==> src/design/gdc_defs.svh <==
// Constants for the gate drive control block
`ifndef GDC_DEFS_SVH
`define GDC_DEFS_SVH
// Mode encodings of the PWM mode field
`define GDC_MODE_6X 2'h0
`define GDC_MODE_3X 2'h1
`define GDC_MODE_1X 2'h2
`define GDC_MODE_IND 2'h3
// Dead-time policy and six-input select values that enable monitored insertion
`define GDC_DT_POLICY_MON 1'h0
`define GDC_DT_6X_MON 2'h0
// Sense amplifier gain code range (nine settings, 5 to 40 V/V)
`define GDC_GAIN_MAX 4'h8
// Default timing counts in mclk cycles (8 ns)
`define GDC_DEAD_CYC 8'h0c
`define GDC_STRONG_CYC 8'h20
`define GDC_SD_INIT_CYC 12'h020
`define GDC_SD_TOTAL_CYC 12'h200
// Controller-side wait after sense amplifier enable
`define GDC_CSA_WAIT_US 100
`define GDC_CSA_WAIT_CYC ((`GDC_CSA_WAIT_US * 1000) / 8)
`endif

==> src/design/gdc_pkg.sv <==
// Types for the gate drive control block
package gdc_pkg;
    // Per-phase PWM input pair
    typedef struct packed {
        logic hi;
        logic lo;
    } gdc_pwm_t;
    // Shutdown sequencer states, one-hot
    typedef enum logic [2:0] {
        GDC_RUN = 3'b001,
        GDC_SD_INIT = 3'b010,
        GDC_SD_HOLD = 3'b100
    } gdc_sd_t;
endpackage : gdc_pkg

==> src/design/gdc_gate_drive_control.sv <==
// Digital control of a three-phase half-bridge gate driver
//
// Contract
// RL1: Trickle charge only while low input low
// RL2: Always-on setting forces trickle charging
// RL3: Supply-low flag set at power-up, latched
// RL4: Fault clear command clears supply-low flag
// RL5: Strong pulldown on opposite gate after switching
// RL6: Sleep activates low-side semi-active pulldown
// RL7: Six-input both-high drives low, flags fault
// RL8: Six-input monitored dead time when gap short
// RL9: Other modes always insert dead time
// RL10: Nine-step gain field, 5 to 40
// RL11: Offset select half or eighth reference
// RL12: Sense amps disabled until enable bit set
// RL13: Controller waits 100 us before sampling
// RL14: Fault or hard disable pulls gates down
// RL15: Hard disable high overrides PWM inputs
// RL16: Hard disable reaches gates unclocked
// RL17: Shutdown initial current then programmed current
// RL18: After shutdown, gates semi-active pulldown
// RL19: Shutdown sink current field selects phase two
// RL20: Six-input truth table for gate outputs
// RL21: Dead time and shutdown are clock counters
// RL22: Shoot-through fault latched until clear
`timescale 1ns/1ns
`include "gdc_defs.svh"
module gdc_gate_drive_control #(
    parameter logic [7:0] DEAD_CYC = `GDC_DEAD_CYC,
    parameter logic [7:0] STRONG_CYC = `GDC_STRONG_CYC,
    parameter logic [11:0] SD_INIT_CYC = `GDC_SD_INIT_CYC,
    parameter logic [11:0] SD_TOTAL_CYC = `GDC_SD_TOTAL_CYC
) (
    input wire logic mclk,
    input wire logic rst,
    input wire logic clk_en,
    input wire gdc_pkg::gdc_pwm_t [2:0] pwm_in,
    input wire logic [1:0] pwm_mode,
    input wire logic dead_time_policy,
    input wire logic [1:0] six_input_dead_time_select,
    input wire logic trickle_charge_always_on,
    input wire logic fault_clear_command,
    input wire logic fault_in,
    input wire logic hard_disable_pin,
    input wire logic sleep_mode,
    input wire logic sense_amp_enable_wr,
    input wire logic sense_amp_enable_data,
    input wire logic [3:0] sense_amp_gain_wr_data,
    input wire logic sense_amp_gain_wr,
    input wire logic sense_amp_offset_eighth_in,
    input wire logic [3:0] shutdown_sink_current_setting,
    output logic [2:0] high_gate_out_x,
    output logic [2:0] low_gate_out_x,
    output logic [2:0] bootstrap_node_x,
    output logic [2:0] strong_pd_high,
    output logic [2:0] strong_pd_low,
    output logic [2:0] semi_pd_low,
    output logic [2:0] semi_pd_high,
    output logic overdrive_supply_low_flag,
    output logic shoot_through_fault,
    output logic sense_amp_enable,
    output logic [3:0] sense_amp_gain,
    output logic sense_amp_offset_eighth,
    output logic sd_active,
    output logic sd_use_initial,
    output logic [3:0] sd_sink_current
);
    // Dead time needed when six-input monitor is on, or in any other mode
    wire dt_mon = (pwm_mode == `GDC_MODE_6X) && (dead_time_policy == `GDC_DT_POLICY_MON)
        && (six_input_dead_time_select == `GDC_DT_6X_MON);
    wire dt_always = (pwm_mode != `GDC_MODE_6X); // [RL9]
    wire [2:0] both_hi;
    wire [2:0] req_hi;
    wire [2:0] req_lo;
    logic [2:0] gh_q; // Registered gate commands
    logic [2:0] gl_q;
    logic [7:0] dt_cnt [2:0]; // Cycles since both gates were off
    logic [7:0] spd_cnt [2:0]; // Strong pulldown windows
    logic [2:0] spd_hi_side; // Which gate gets strong pulldown
    gdc_pkg::gdc_sd_t sd_state;
    gdc_pkg::gdc_sd_t next_sd_state;
    logic [11:0] sd_cnt;
    logic sd_latched; // Sequence already run for the present request
    wire sd_req = hard_disable_pin | fault_in; // [RL14]
    // Saturating increment, used by the dead-time counter
    function automatic logic [7:0] sat_inc(input logic [7:0] v);
        sat_inc = (v == 8'hff) ? v : v + 8'h01;
    endfunction : sat_inc
    // Per-phase request decode and dead-time gating
    genvar g;
    generate
        for (g = 0; g < 3; g++)
        begin : g_ph
            assign both_hi[g] = pwm_in[g].hi & pwm_in[g].lo; // [RL7]
            // Truth table: a gate turns on only when its own input alone is high
            assign req_hi[g] = pwm_in[g].hi & ~pwm_in[g].lo; // [RL20]
            assign req_lo[g] = pwm_in[g].lo & ~pwm_in[g].hi; // [RL20]
            // Opposing gate must have been off for the dead time first
            wire dt_ok = !(dt_mon || dt_always) || (dt_cnt[g] >= DEAD_CYC); // [RL8] [RL9]
            // Gate outputs: hard disable gates the clocked command with no flop
            assign high_gate_out_x[g] = gh_q[g] & ~hard_disable_pin & ~sd_active; // [RL15] [RL16]
            assign low_gate_out_x[g] = gl_q[g] & ~hard_disable_pin & ~sd_active; // [RL15] [RL16]
            // Trickle charge while low input idle or forced on
            assign bootstrap_node_x[g] = trickle_charge_always_on | ~pwm_in[g].lo; // [RL1] [RL2]
            assign strong_pd_high[g] = (spd_cnt[g] != 8'h00) & spd_hi_side[g];
            assign strong_pd_low[g] = (spd_cnt[g] != 8'h00) & ~spd_hi_side[g];
            // Gate command register with dead-time counting
            always_ff @(posedge mclk or posedge rst)
            begin
                if (rst)
                begin
                    gh_q[g] <= 1'b0;
                    gl_q[g] <= 1'b0;
                    dt_cnt[g] <= 8'h00;
                end
                else if (clk_en)
                begin
                    // Counter advances only while both gates are off
                    dt_cnt[g] <= (gh_q[g] | gl_q[g]) ? 8'h00 : sat_inc(dt_cnt[g]); // [RL21]
                    if (sd_active)
                    begin
                        gh_q[g] <= 1'b0;
                        gl_q[g] <= 1'b0;
                    end
                    else if (gh_q[g] | gl_q[g])
                    begin
                        // Turn off immediately when the request drops
                        gh_q[g] <= gh_q[g] & req_hi[g];
                        gl_q[g] <= gl_q[g] & req_lo[g];
                    end
                    else if (dt_ok)
                    begin
                        gh_q[g] <= req_hi[g];
                        gl_q[g] <= req_lo[g];
                    end
                end
            end
            // Strong pulldown window on the opposite gate at each switch
            always_ff @(posedge mclk or posedge rst)
            begin
                if (rst)
                begin
                    spd_cnt[g] <= 8'h00;
                    spd_hi_side[g] <= 1'b0;
                end
                else if (clk_en)
                begin
                    if (next_gh(g) != gh_q[g])
                    begin
                        spd_cnt[g] <= STRONG_CYC; // [RL5]
                        spd_hi_side[g] <= 1'b0;
                    end
                    else if (next_gl(g) != gl_q[g])
                    begin
                        spd_cnt[g] <= STRONG_CYC; // [RL5]
                        spd_hi_side[g] <= 1'b1;
                    end
                    else if (spd_cnt[g] != 8'h00)
                        spd_cnt[g] <= spd_cnt[g] - 8'h01;
                end
            end
        end
    endgenerate
    // Next gate commands as the gate registers compute them
    function automatic logic next_gh(input int i);
        if (sd_active)
            next_gh = 1'b0;
        else if (gh_q[i] | gl_q[i])
            next_gh = gh_q[i] & req_hi[i];
        else
            next_gh = req_hi[i] & (!(dt_mon || dt_always) || (dt_cnt[i] >= DEAD_CYC));
    endfunction : next_gh
    function automatic logic next_gl(input int i);
        if (sd_active)
            next_gl = 1'b0;
        else if (gh_q[i] | gl_q[i])
            next_gl = gl_q[i] & req_lo[i];
        else
            next_gl = req_lo[i] & (!(dt_mon || dt_always) || (dt_cnt[i] >= DEAD_CYC));
    endfunction : next_gl
    // Semi-active pulldown: low side in sleep, all gates after shutdown
    // Only after a finished sequence, not in the cycle a request first rises
    wire sd_done = (sd_state == gdc_pkg::GDC_RUN) & sd_latched & sd_req;
    assign semi_pd_low = {3{sleep_mode | sd_done}}; // [RL6] [RL18]
    assign semi_pd_high = {3{sd_done}}; // [RL18]
    assign sd_active = (sd_state != gdc_pkg::GDC_RUN) | sd_req; // [RL14]
    assign sd_use_initial = (sd_state == gdc_pkg::GDC_SD_INIT); // [RL17]
    assign sd_sink_current = sd_use_initial ? 4'h0 : shutdown_sink_current_setting; // [RL19]
    // Shutdown sequencer next state
    always_comb
    begin
        next_sd_state = sd_state;
        case (sd_state)
            gdc_pkg::GDC_RUN:
                if (sd_req && !sd_latched) next_sd_state = gdc_pkg::GDC_SD_INIT;
            gdc_pkg::GDC_SD_INIT:
                if (sd_cnt >= SD_INIT_CYC - 12'h001) next_sd_state = gdc_pkg::GDC_SD_HOLD; // [RL17]
            gdc_pkg::GDC_SD_HOLD:
                if (sd_cnt >= SD_TOTAL_CYC - 12'h001) next_sd_state = gdc_pkg::GDC_RUN; // [RL17]
            default:
                next_sd_state = gdc_pkg::GDC_RUN;
        endcase
    end
    // Sequence runs once per assertion of the shutdown request
    always_ff @(posedge mclk or posedge rst)
    begin
        if (rst)
        begin
            sd_state <= gdc_pkg::GDC_RUN;
            sd_cnt <= 12'h000;
            sd_latched <= 1'b0;
        end
        else if (clk_en)
        begin
            sd_state <= next_sd_state;
            // Zero in the first shutdown cycle, so each phase lasts its full count
            sd_cnt <= (sd_state == gdc_pkg::GDC_RUN) ? 12'h000 : sd_cnt + 12'h001; // [RL21]
            sd_latched <= sd_req & (sd_latched | (sd_state != gdc_pkg::GDC_RUN));
        end
    end
    // Latched flags; a new event wins over a clear in the same cycle
    always_ff @(posedge mclk or posedge rst)
    begin
        if (rst)
        begin
            overdrive_supply_low_flag <= 1'b1; // [RL3]
            shoot_through_fault <= 1'b0;
        end
        else if (clk_en)
        begin
            if (fault_clear_command)
                overdrive_supply_low_flag <= 1'b0; // [RL4]
            if ((pwm_mode == `GDC_MODE_6X) && (|both_hi))
                shoot_through_fault <= 1'b1; // [RL7] [RL22]
            else if (fault_clear_command)
                shoot_through_fault <= 1'b0; // [RL22]
        end
    end
    // Sense amplifier settings; gain codes above the top step are ignored
    always_ff @(posedge mclk or posedge rst)
    begin
        if (rst)
        begin
            sense_amp_enable <= 1'b0; // [RL12]
            sense_amp_gain <= 4'h0;
            sense_amp_offset_eighth <= 1'b0;
        end
        else if (clk_en)
        begin
            if (sense_amp_enable_wr)
                sense_amp_enable <= sense_amp_enable_data; // [RL12]
            if (sense_amp_gain_wr && sense_amp_gain_wr_data <= `GDC_GAIN_MAX)
                sense_amp_gain <= sense_amp_gain_wr_data; // [RL10]
            sense_amp_offset_eighth <= sense_amp_offset_eighth_in; // [RL11]
        end
    end
    // The controller's 100 us settling wait is its own duty [RL13]
    a_gates_off_disable: assert property (@(posedge mclk) disable iff (rst)
        hard_disable_pin |-> (high_gate_out_x == 3'h0 && low_gate_out_x == 3'h0)) // [RL15]
        else $error("gate on during hard disable");
    a_no_both_on: assert property (@(posedge mclk) disable iff (rst)
        !(|(high_gate_out_x & low_gate_out_x))) // [RL7]
        else $error("both gates on");
    a_st_fault_set: assert property (@(posedge mclk) disable iff (rst)
        (clk_en && pwm_mode == `GDC_MODE_6X && |both_hi) |=> shoot_through_fault) // [RL22]
        else $error("shoot-through not flagged");
    a_ovd_clear: assert property (@(posedge mclk) disable iff (rst)
        (clk_en && fault_clear_command) |=> !overdrive_supply_low_flag) // [RL4]
        else $error("supply flag not cleared");
    a_sd_init_phase: assert property (@(posedge mclk) disable iff (rst)
        ($rose(sd_use_initial)) |-> sd_sink_current == 4'h0) // [RL17]
        else $error("initial current not used");
    a_trickle_gate: assert property (@(posedge mclk) disable iff (rst)
        (!trickle_charge_always_on && pwm_in[0].lo) |-> !bootstrap_node_x[0]) // [RL1]
        else $error("trickle on while low input high");
    a_csa_enable: assert property (@(posedge mclk) disable iff (rst)
        $rose(sense_amp_enable) |-> $past(sense_amp_enable_wr)) // [RL12]
        else $error("sense amp enabled without write");
    a_gain_range: assert property (@(posedge mclk) disable iff (rst)
        sense_amp_gain <= `GDC_GAIN_MAX) // [RL10]
        else $error("gain out of range");
endmodule : gdc_gate_drive_control

==> config.mk <==
export PLATFORM = sky130hd
export DESIGN_NAME = gdc_gate_drive_control
export DESIGN_NICKNAME = d
export VERILOG_FILES = /design/src/design/gdc_pkg.sv /design/src/design/gdc_gate_drive_control.sv
export VERILOG_INCLUDE_DIRS = /design/src /design/src/design
export SDC_FILE = /design/constraint.sdc
export NUM_CORES = 1
export LEC_CHECK = 0
export BUFFER_PORTS_ARGS = -buffer_cell sky130_fd_sc_hd__buf_2
export CAP_MARGIN = 20
export CORE_MARGIN = 4
export CORE_UTILIZATION = 55
export DETAILED_ROUTE_END_ITERATION = 8
export GPL_ROUTABILITY_DRIVEN = 0
export HOLD_SLACK_MARGIN = 0.02
export PLACE_DENSITY_LB_ADDON = 0.15
export SLEW_MARGIN = 20
export SYNTH_ARGS = -nofsm -noshare
export SYNTH_HDL_FRONTEND = slang
export SYNTH_SLANG_ARGS = --single-unit
export TNS_END_PERCENT = 50
==> constraint.sdc <==
create_clock -name mclk -period 7.2 [get_ports mclk]
set_clock_uncertainty 0.1 [all_clocks]
set_input_delay 1.44 -clock mclk [delete_from_list [all_inputs] [get_ports mclk]]
set_output_delay 1.44 -clock mclk [all_outputs]
set_load 0.01 [all_outputs]
# Yosys cells after proc, flatten, opt, wreduce, memory -nomap -nowiden
# Cells that the tools add are included.
word_totals:
  reg_bits: 81
  in_bits: 31
  out_inout_bits: 35
  word_cells: 232
op_classes:
  addsub: 7
  order_cmp: 6
  n_eq_ne: 19
  n_mux: 68
  bitwise_logic: 64
  reduce_logical: 45
op_table:
  columns: ["op", "count"]
  rows:
  - ["$mux 8", 15]
  - ["$mux 1", 47]
  - ["$and 1x1->1", 42]
  - ["$reduce_and 2->1", 16]
  - ["$add 8x1->8 const B", 3]
  - ["$eq 8x8->1 const B", 3]
  - ["$ge 8x4->1 const B", 3]
  - ["$reduce_bool 8->1", 3]
  - ["$sub 8x1->8 const B", 3]
  - ["$reduce_bool 3->1", 6]
  - ["$add 12x1->12 const B", 1]
  - ["$ge 12x5->1 const B", 1]
  - ["$ge 12x9->1 const B", 1]
  - ["$mux 12", 1]
  - ["$not 1->1", 12]
  - ["$or 1x1->1", 10]
  - ["$reduce_bool 2->1", 5]
  - ["$mux 3", 3]
  - ["$pmux 3 s3", 1]
  - ["$ne 2x2->1 const B", 4]
  - ["$ne 1x1->1", 6]
  - ["$logic_and 1x1->1", 5]
  - ["$le 4x4->1 const B", 1]
  - ["$logic_not 2->1", 2]
  - ["other kinds (10)", 15]

# Longest topological paths before layout
logic_depth:
  depth_word: 16
  mapped_depth: 7
  depth_no_buf: 7

# Worst setup path before layout
# Ideal clock, no wire load.
synth_timing:
  path_kind: "input to output"
  startpoint: "input fault_in"
  endpoint: "output semi_pd_low[1]"
  arrival_time_ps: 2443
  t_required_ps: 5660
  setup_slack_ps: 3217
  path_stages: 4
  path_buffers: 1
  path_cell_list: "or2_2 > and3_1 > or2_2 > buf_4"
synth_via:
  elab_chain_cells: 3
synth_lines:
  columns: ["element", "line", "source"]
  rows:
  - ["from (decl)", "gdc_gate_drive_control.sv:43", "input wire logic fault_in,"]
  - ["$or 1x1->1", "gdc_gate_drive_control.sv:84", "wire sd_req = hard_disable_pin | fault_in;"]
  - ["$and 1x1->1", "gdc_gate_drive_control.sv:183", "wire sd_done = (sd_state == gdc_pkg::GDC_RUN) & sd_latched & sd_req;"]
  - ["via sd_done", "gdc_gate_drive_control.sv:183", null]
  - ["$or 1x1->1", "gdc_gate_drive_control.sv:184", "assign semi_pd_low = {3{sleep_mode | sd_done}};"]
  - ["to (decl)", "gdc_gate_drive_control.sv:57", "output logic [2:0] semi_pd_low,"]
# The timed path passes the listed nets, and every way through them passes these cells.

# Final worst setup path
layout_timing:
  startpoint: "input fault_in"
  endpoint: "output semi_pd_low[0]"
layout_via:
  elab_chain_cells: 3
layout_lines:
  columns: ["element", "line"]
  rows:
  - ["$or 1x1->1", "gdc_gate_drive_control.sv:84"]
  - ["$and 1x1->1", "gdc_gate_drive_control.sv:183"]
  - ["$or 1x1->1", "gdc_gate_drive_control.sv:184"]
# Every way passes these cells.

==> results.md <==
- Critical Path Max Stage Delay: 0.34 ns
- Most common cell in the synthesized netlist: dfrtp_1
- Crit Path Category: in2out
- Total Power: 1.53 mW
- Layout cells sized above 1: 0.199
- Switching Fraction: 0.335
- Synthesized instance count: 527
- Clock Power Share: 0.291
- DR WL/cell: 15.0 µm
- Post-synth EDFFs: 0
- Final Core Density: 0.652
- Crit path DAT: 2.57 ns
- Sw power: 0.514 mW
- CTS Sinks: 81
- Post-cts sizing count: 0
- Post-synth top cells: 79 x dfrtp_1, 60 x nor2_1, 38 x o21ai_0
- Number of vias per cell: 5.90
- Final Hold Fails: 0
- DR iter-0 viols: 167
- Leakage: 2.44 nW
- Vias in the first global route: 3981
- I/O pins: between 60 and 70
- Port-buffer cells: 65
- # diodes: 0
- Area growth syn-to-layout: 14.2%
- Combinational fraction of design power: 0.275
- Post-route minimum period: 4.11 ns
- Worst setup EP type: output port
- Hold_ws: 0.398 ns
- Skew-Pair Late Insertion Delay: 0.34 ns
- Clock H-tree levels: 3
- Period utilisation layout: 0.571
- Setup Fix Bufs, Post-CTS: 0
- Initial core utilization: 0.571
- Post-synth top flop: dfrtp_1
- WP buf/inv: 2
- Die Ht: 101 µm
- Site Rows: 33
- Number of fill cells: 705
- Die Area: roughly 10000 µm²
- Area share of the largest cell type after synthesis: 0.417
- CP top delay family: simple AND/OR/NAND/NOR gates
- VDD IR max: approximately 0.17 mV
- Global-route wire length before repair: 18.2 mm
- Mapped cell area: 4740 µm²
- Power density over the cells: ~280 nW/µm²
- Yosys cell types: between 60 and 70
- Core area: 8300 µm²
- Die width: 101 µm
- Total gr overflow: 0
- CP max stage cell: or2_2
- Post-DP HPWL: 7.42 mm
- R2R setup slack: approximately 4.6 ns
- Via count: 4116
- Clock Tree Root: clkbuf_8
- GRT Resource Usage Total: 0.219
- Relative slew slack: 0.364
- Req. time, crit path: around 5.7 ns
- Drt drc: 0
- Average size of a mapped cell: 8.99 µm²
- Largest net degree at the start of global routing: 82
- Warnings, synthesis: 0
- Pint: between 1 and 1.5 mW
- Status: complete, no violations
- Slew Limit Fails: 0
- Worst setup SP type: input port
- # setup viols final: 0
- Post-synthesis net count: 571
- Hold WC Path Type: reg2reg
- Drt total wl: around 10 mm
- MaxCap Viol Count: 0
- TritonCTS Buffers: 9
- Ordered list of cells on the worst path: buf_2 -> or2_2 -> and3_1 -> or2_2 -> buf_2
- TNS Setup: 0 ns
- Hold-fix buffers, CTS: 0
- DRT Pass-1 Iters: 5
- Clk buf depth: 2
- TritonCTS clock tree: built
- RSZ-0062 raised after global routing: false
- Asr flop ratio synth: 1.00
- Worst-margin pin slew: 0.942 ns
- Nets: ~630
- Seq/Total Area, Yosys: 0.428
- Register share of total power: 0.435
- Critical path peak fanout: 5
- Clock slew at reported path FFs: 0.08 ns
- Synth area leaders: dfrtp_1 42%, nor2_1 4.8%, o21ai_0 4.0%
- Fmax: 0.243 GHz
- Number of antenna violations at the first check in global routing: 0
- Flops & latches, synth: 81
- Synth area leader: dfrtp_1
- Post-route ant nets: 0
final timing paths:
path                                                  startpoint                               endpoint  depth (start not counted)
hold reg to reg            overdrive_supply_low_flag$_DFFE_PP1P_  overdrive_supply_low_flag$_DFFE_PP1P_                          1
setup reg to reg                         sd_state[0]$_DFFE_PP1P_                spd_cnt[11]$_DFFE_PP0P_                          6
max in group asynchronous                                    rst    sense_amp_offset_eighth$_DFFE_PP0P_                          3
setup / recovery                                        fault_in                         semi_pd_low[0]                          5
min in group asynchronous                                    rst          sense_amp_gain[2]$_DFFE_PP0P_                          3
hold / removal             overdrive_supply_low_flag$_DFFE_PP1P_  overdrive_supply_low_flag$_DFFE_PP1P_                          1
sequential cells by signal (all words and copies together), names as in the netlist, 3 cells and up:
| register | cells |
|---|---|
| dt_cnt | 24 |
| spd_hi_side | 3 |
| gh_q | 3 |
| sd_cnt | 12 |
| spd_cnt | 24 |
| gl_q | 3 |
| sense_amp_gain | 4 |
| sd_state | 3 |
kinds of logic after synthesis:
family / after synthesis / synth area share
buffers and inverters: 47 / 0.0430
muxes: 9 / 0.0209
xor gates and xnor gates: 21 / 0.0388
and+or+nand+nor: 230 / 0.255
DFF: 81 / 0.428
AOI/OAI and AO/OA: 126 / 0.180
adders and majority gates: 13 / 0.0343
metal layers:
metal,global-route usage,vias to the layer above,part of all wire
li1,-,2031,-
met1,0.289,1977,0.46
met5,0,-,0
met2,0.361,88,0.48
met4,0.0798,0,0.019
met3,0.0388,20,0.043
metrics by stage:
stage	instance area, µm²	std cells	setup WS [ns]
floorplan	4740	527	3.22
global route	5410	698	2.99
detailed placement	5130	682	3.09
finish	5410	698	3.09
global placement	5130	682	3.10
CTS	5410	698	3.09
area by class of cell:
cell class | instances | area [µm²] | area share
clock buffer | 10 | 138 | 0.0254
clock inverter | 6 | 138 | 0.0254
sequential | 81 | 2030 | 0.375
multi-input combinational | 399 | 2500 | 0.463
tap | 105 | 131 | 0.0243
timing repair buffer | 70 | 367 | 0.0678
inverter | 27 | 103 | 0.0190
power groups by stage:
stage	Sequential (mW)	Combinational (mW)	Clock, mW
floorplan	0.649	0.325	0
global placement	0.667	0.405	0
detailed placement	0.672	0.422	0
CTS	0.666	0.423	0.457
global route	0.686	0.488	0.479
finish	0.667	0.421	0.446
layout by cell type, fill, tap and decap left out, drive strengths merged, types with 13 or more instances in the layout:
cell type and count:
nand2 35, nor2 60, and3 13, buf 70, o21ai 39, inv 27, nor3 19, a21oi 22
nand3 17, dfrtp 79, nand2b 14, ha 13
Power figures use the tool's default switching activity.
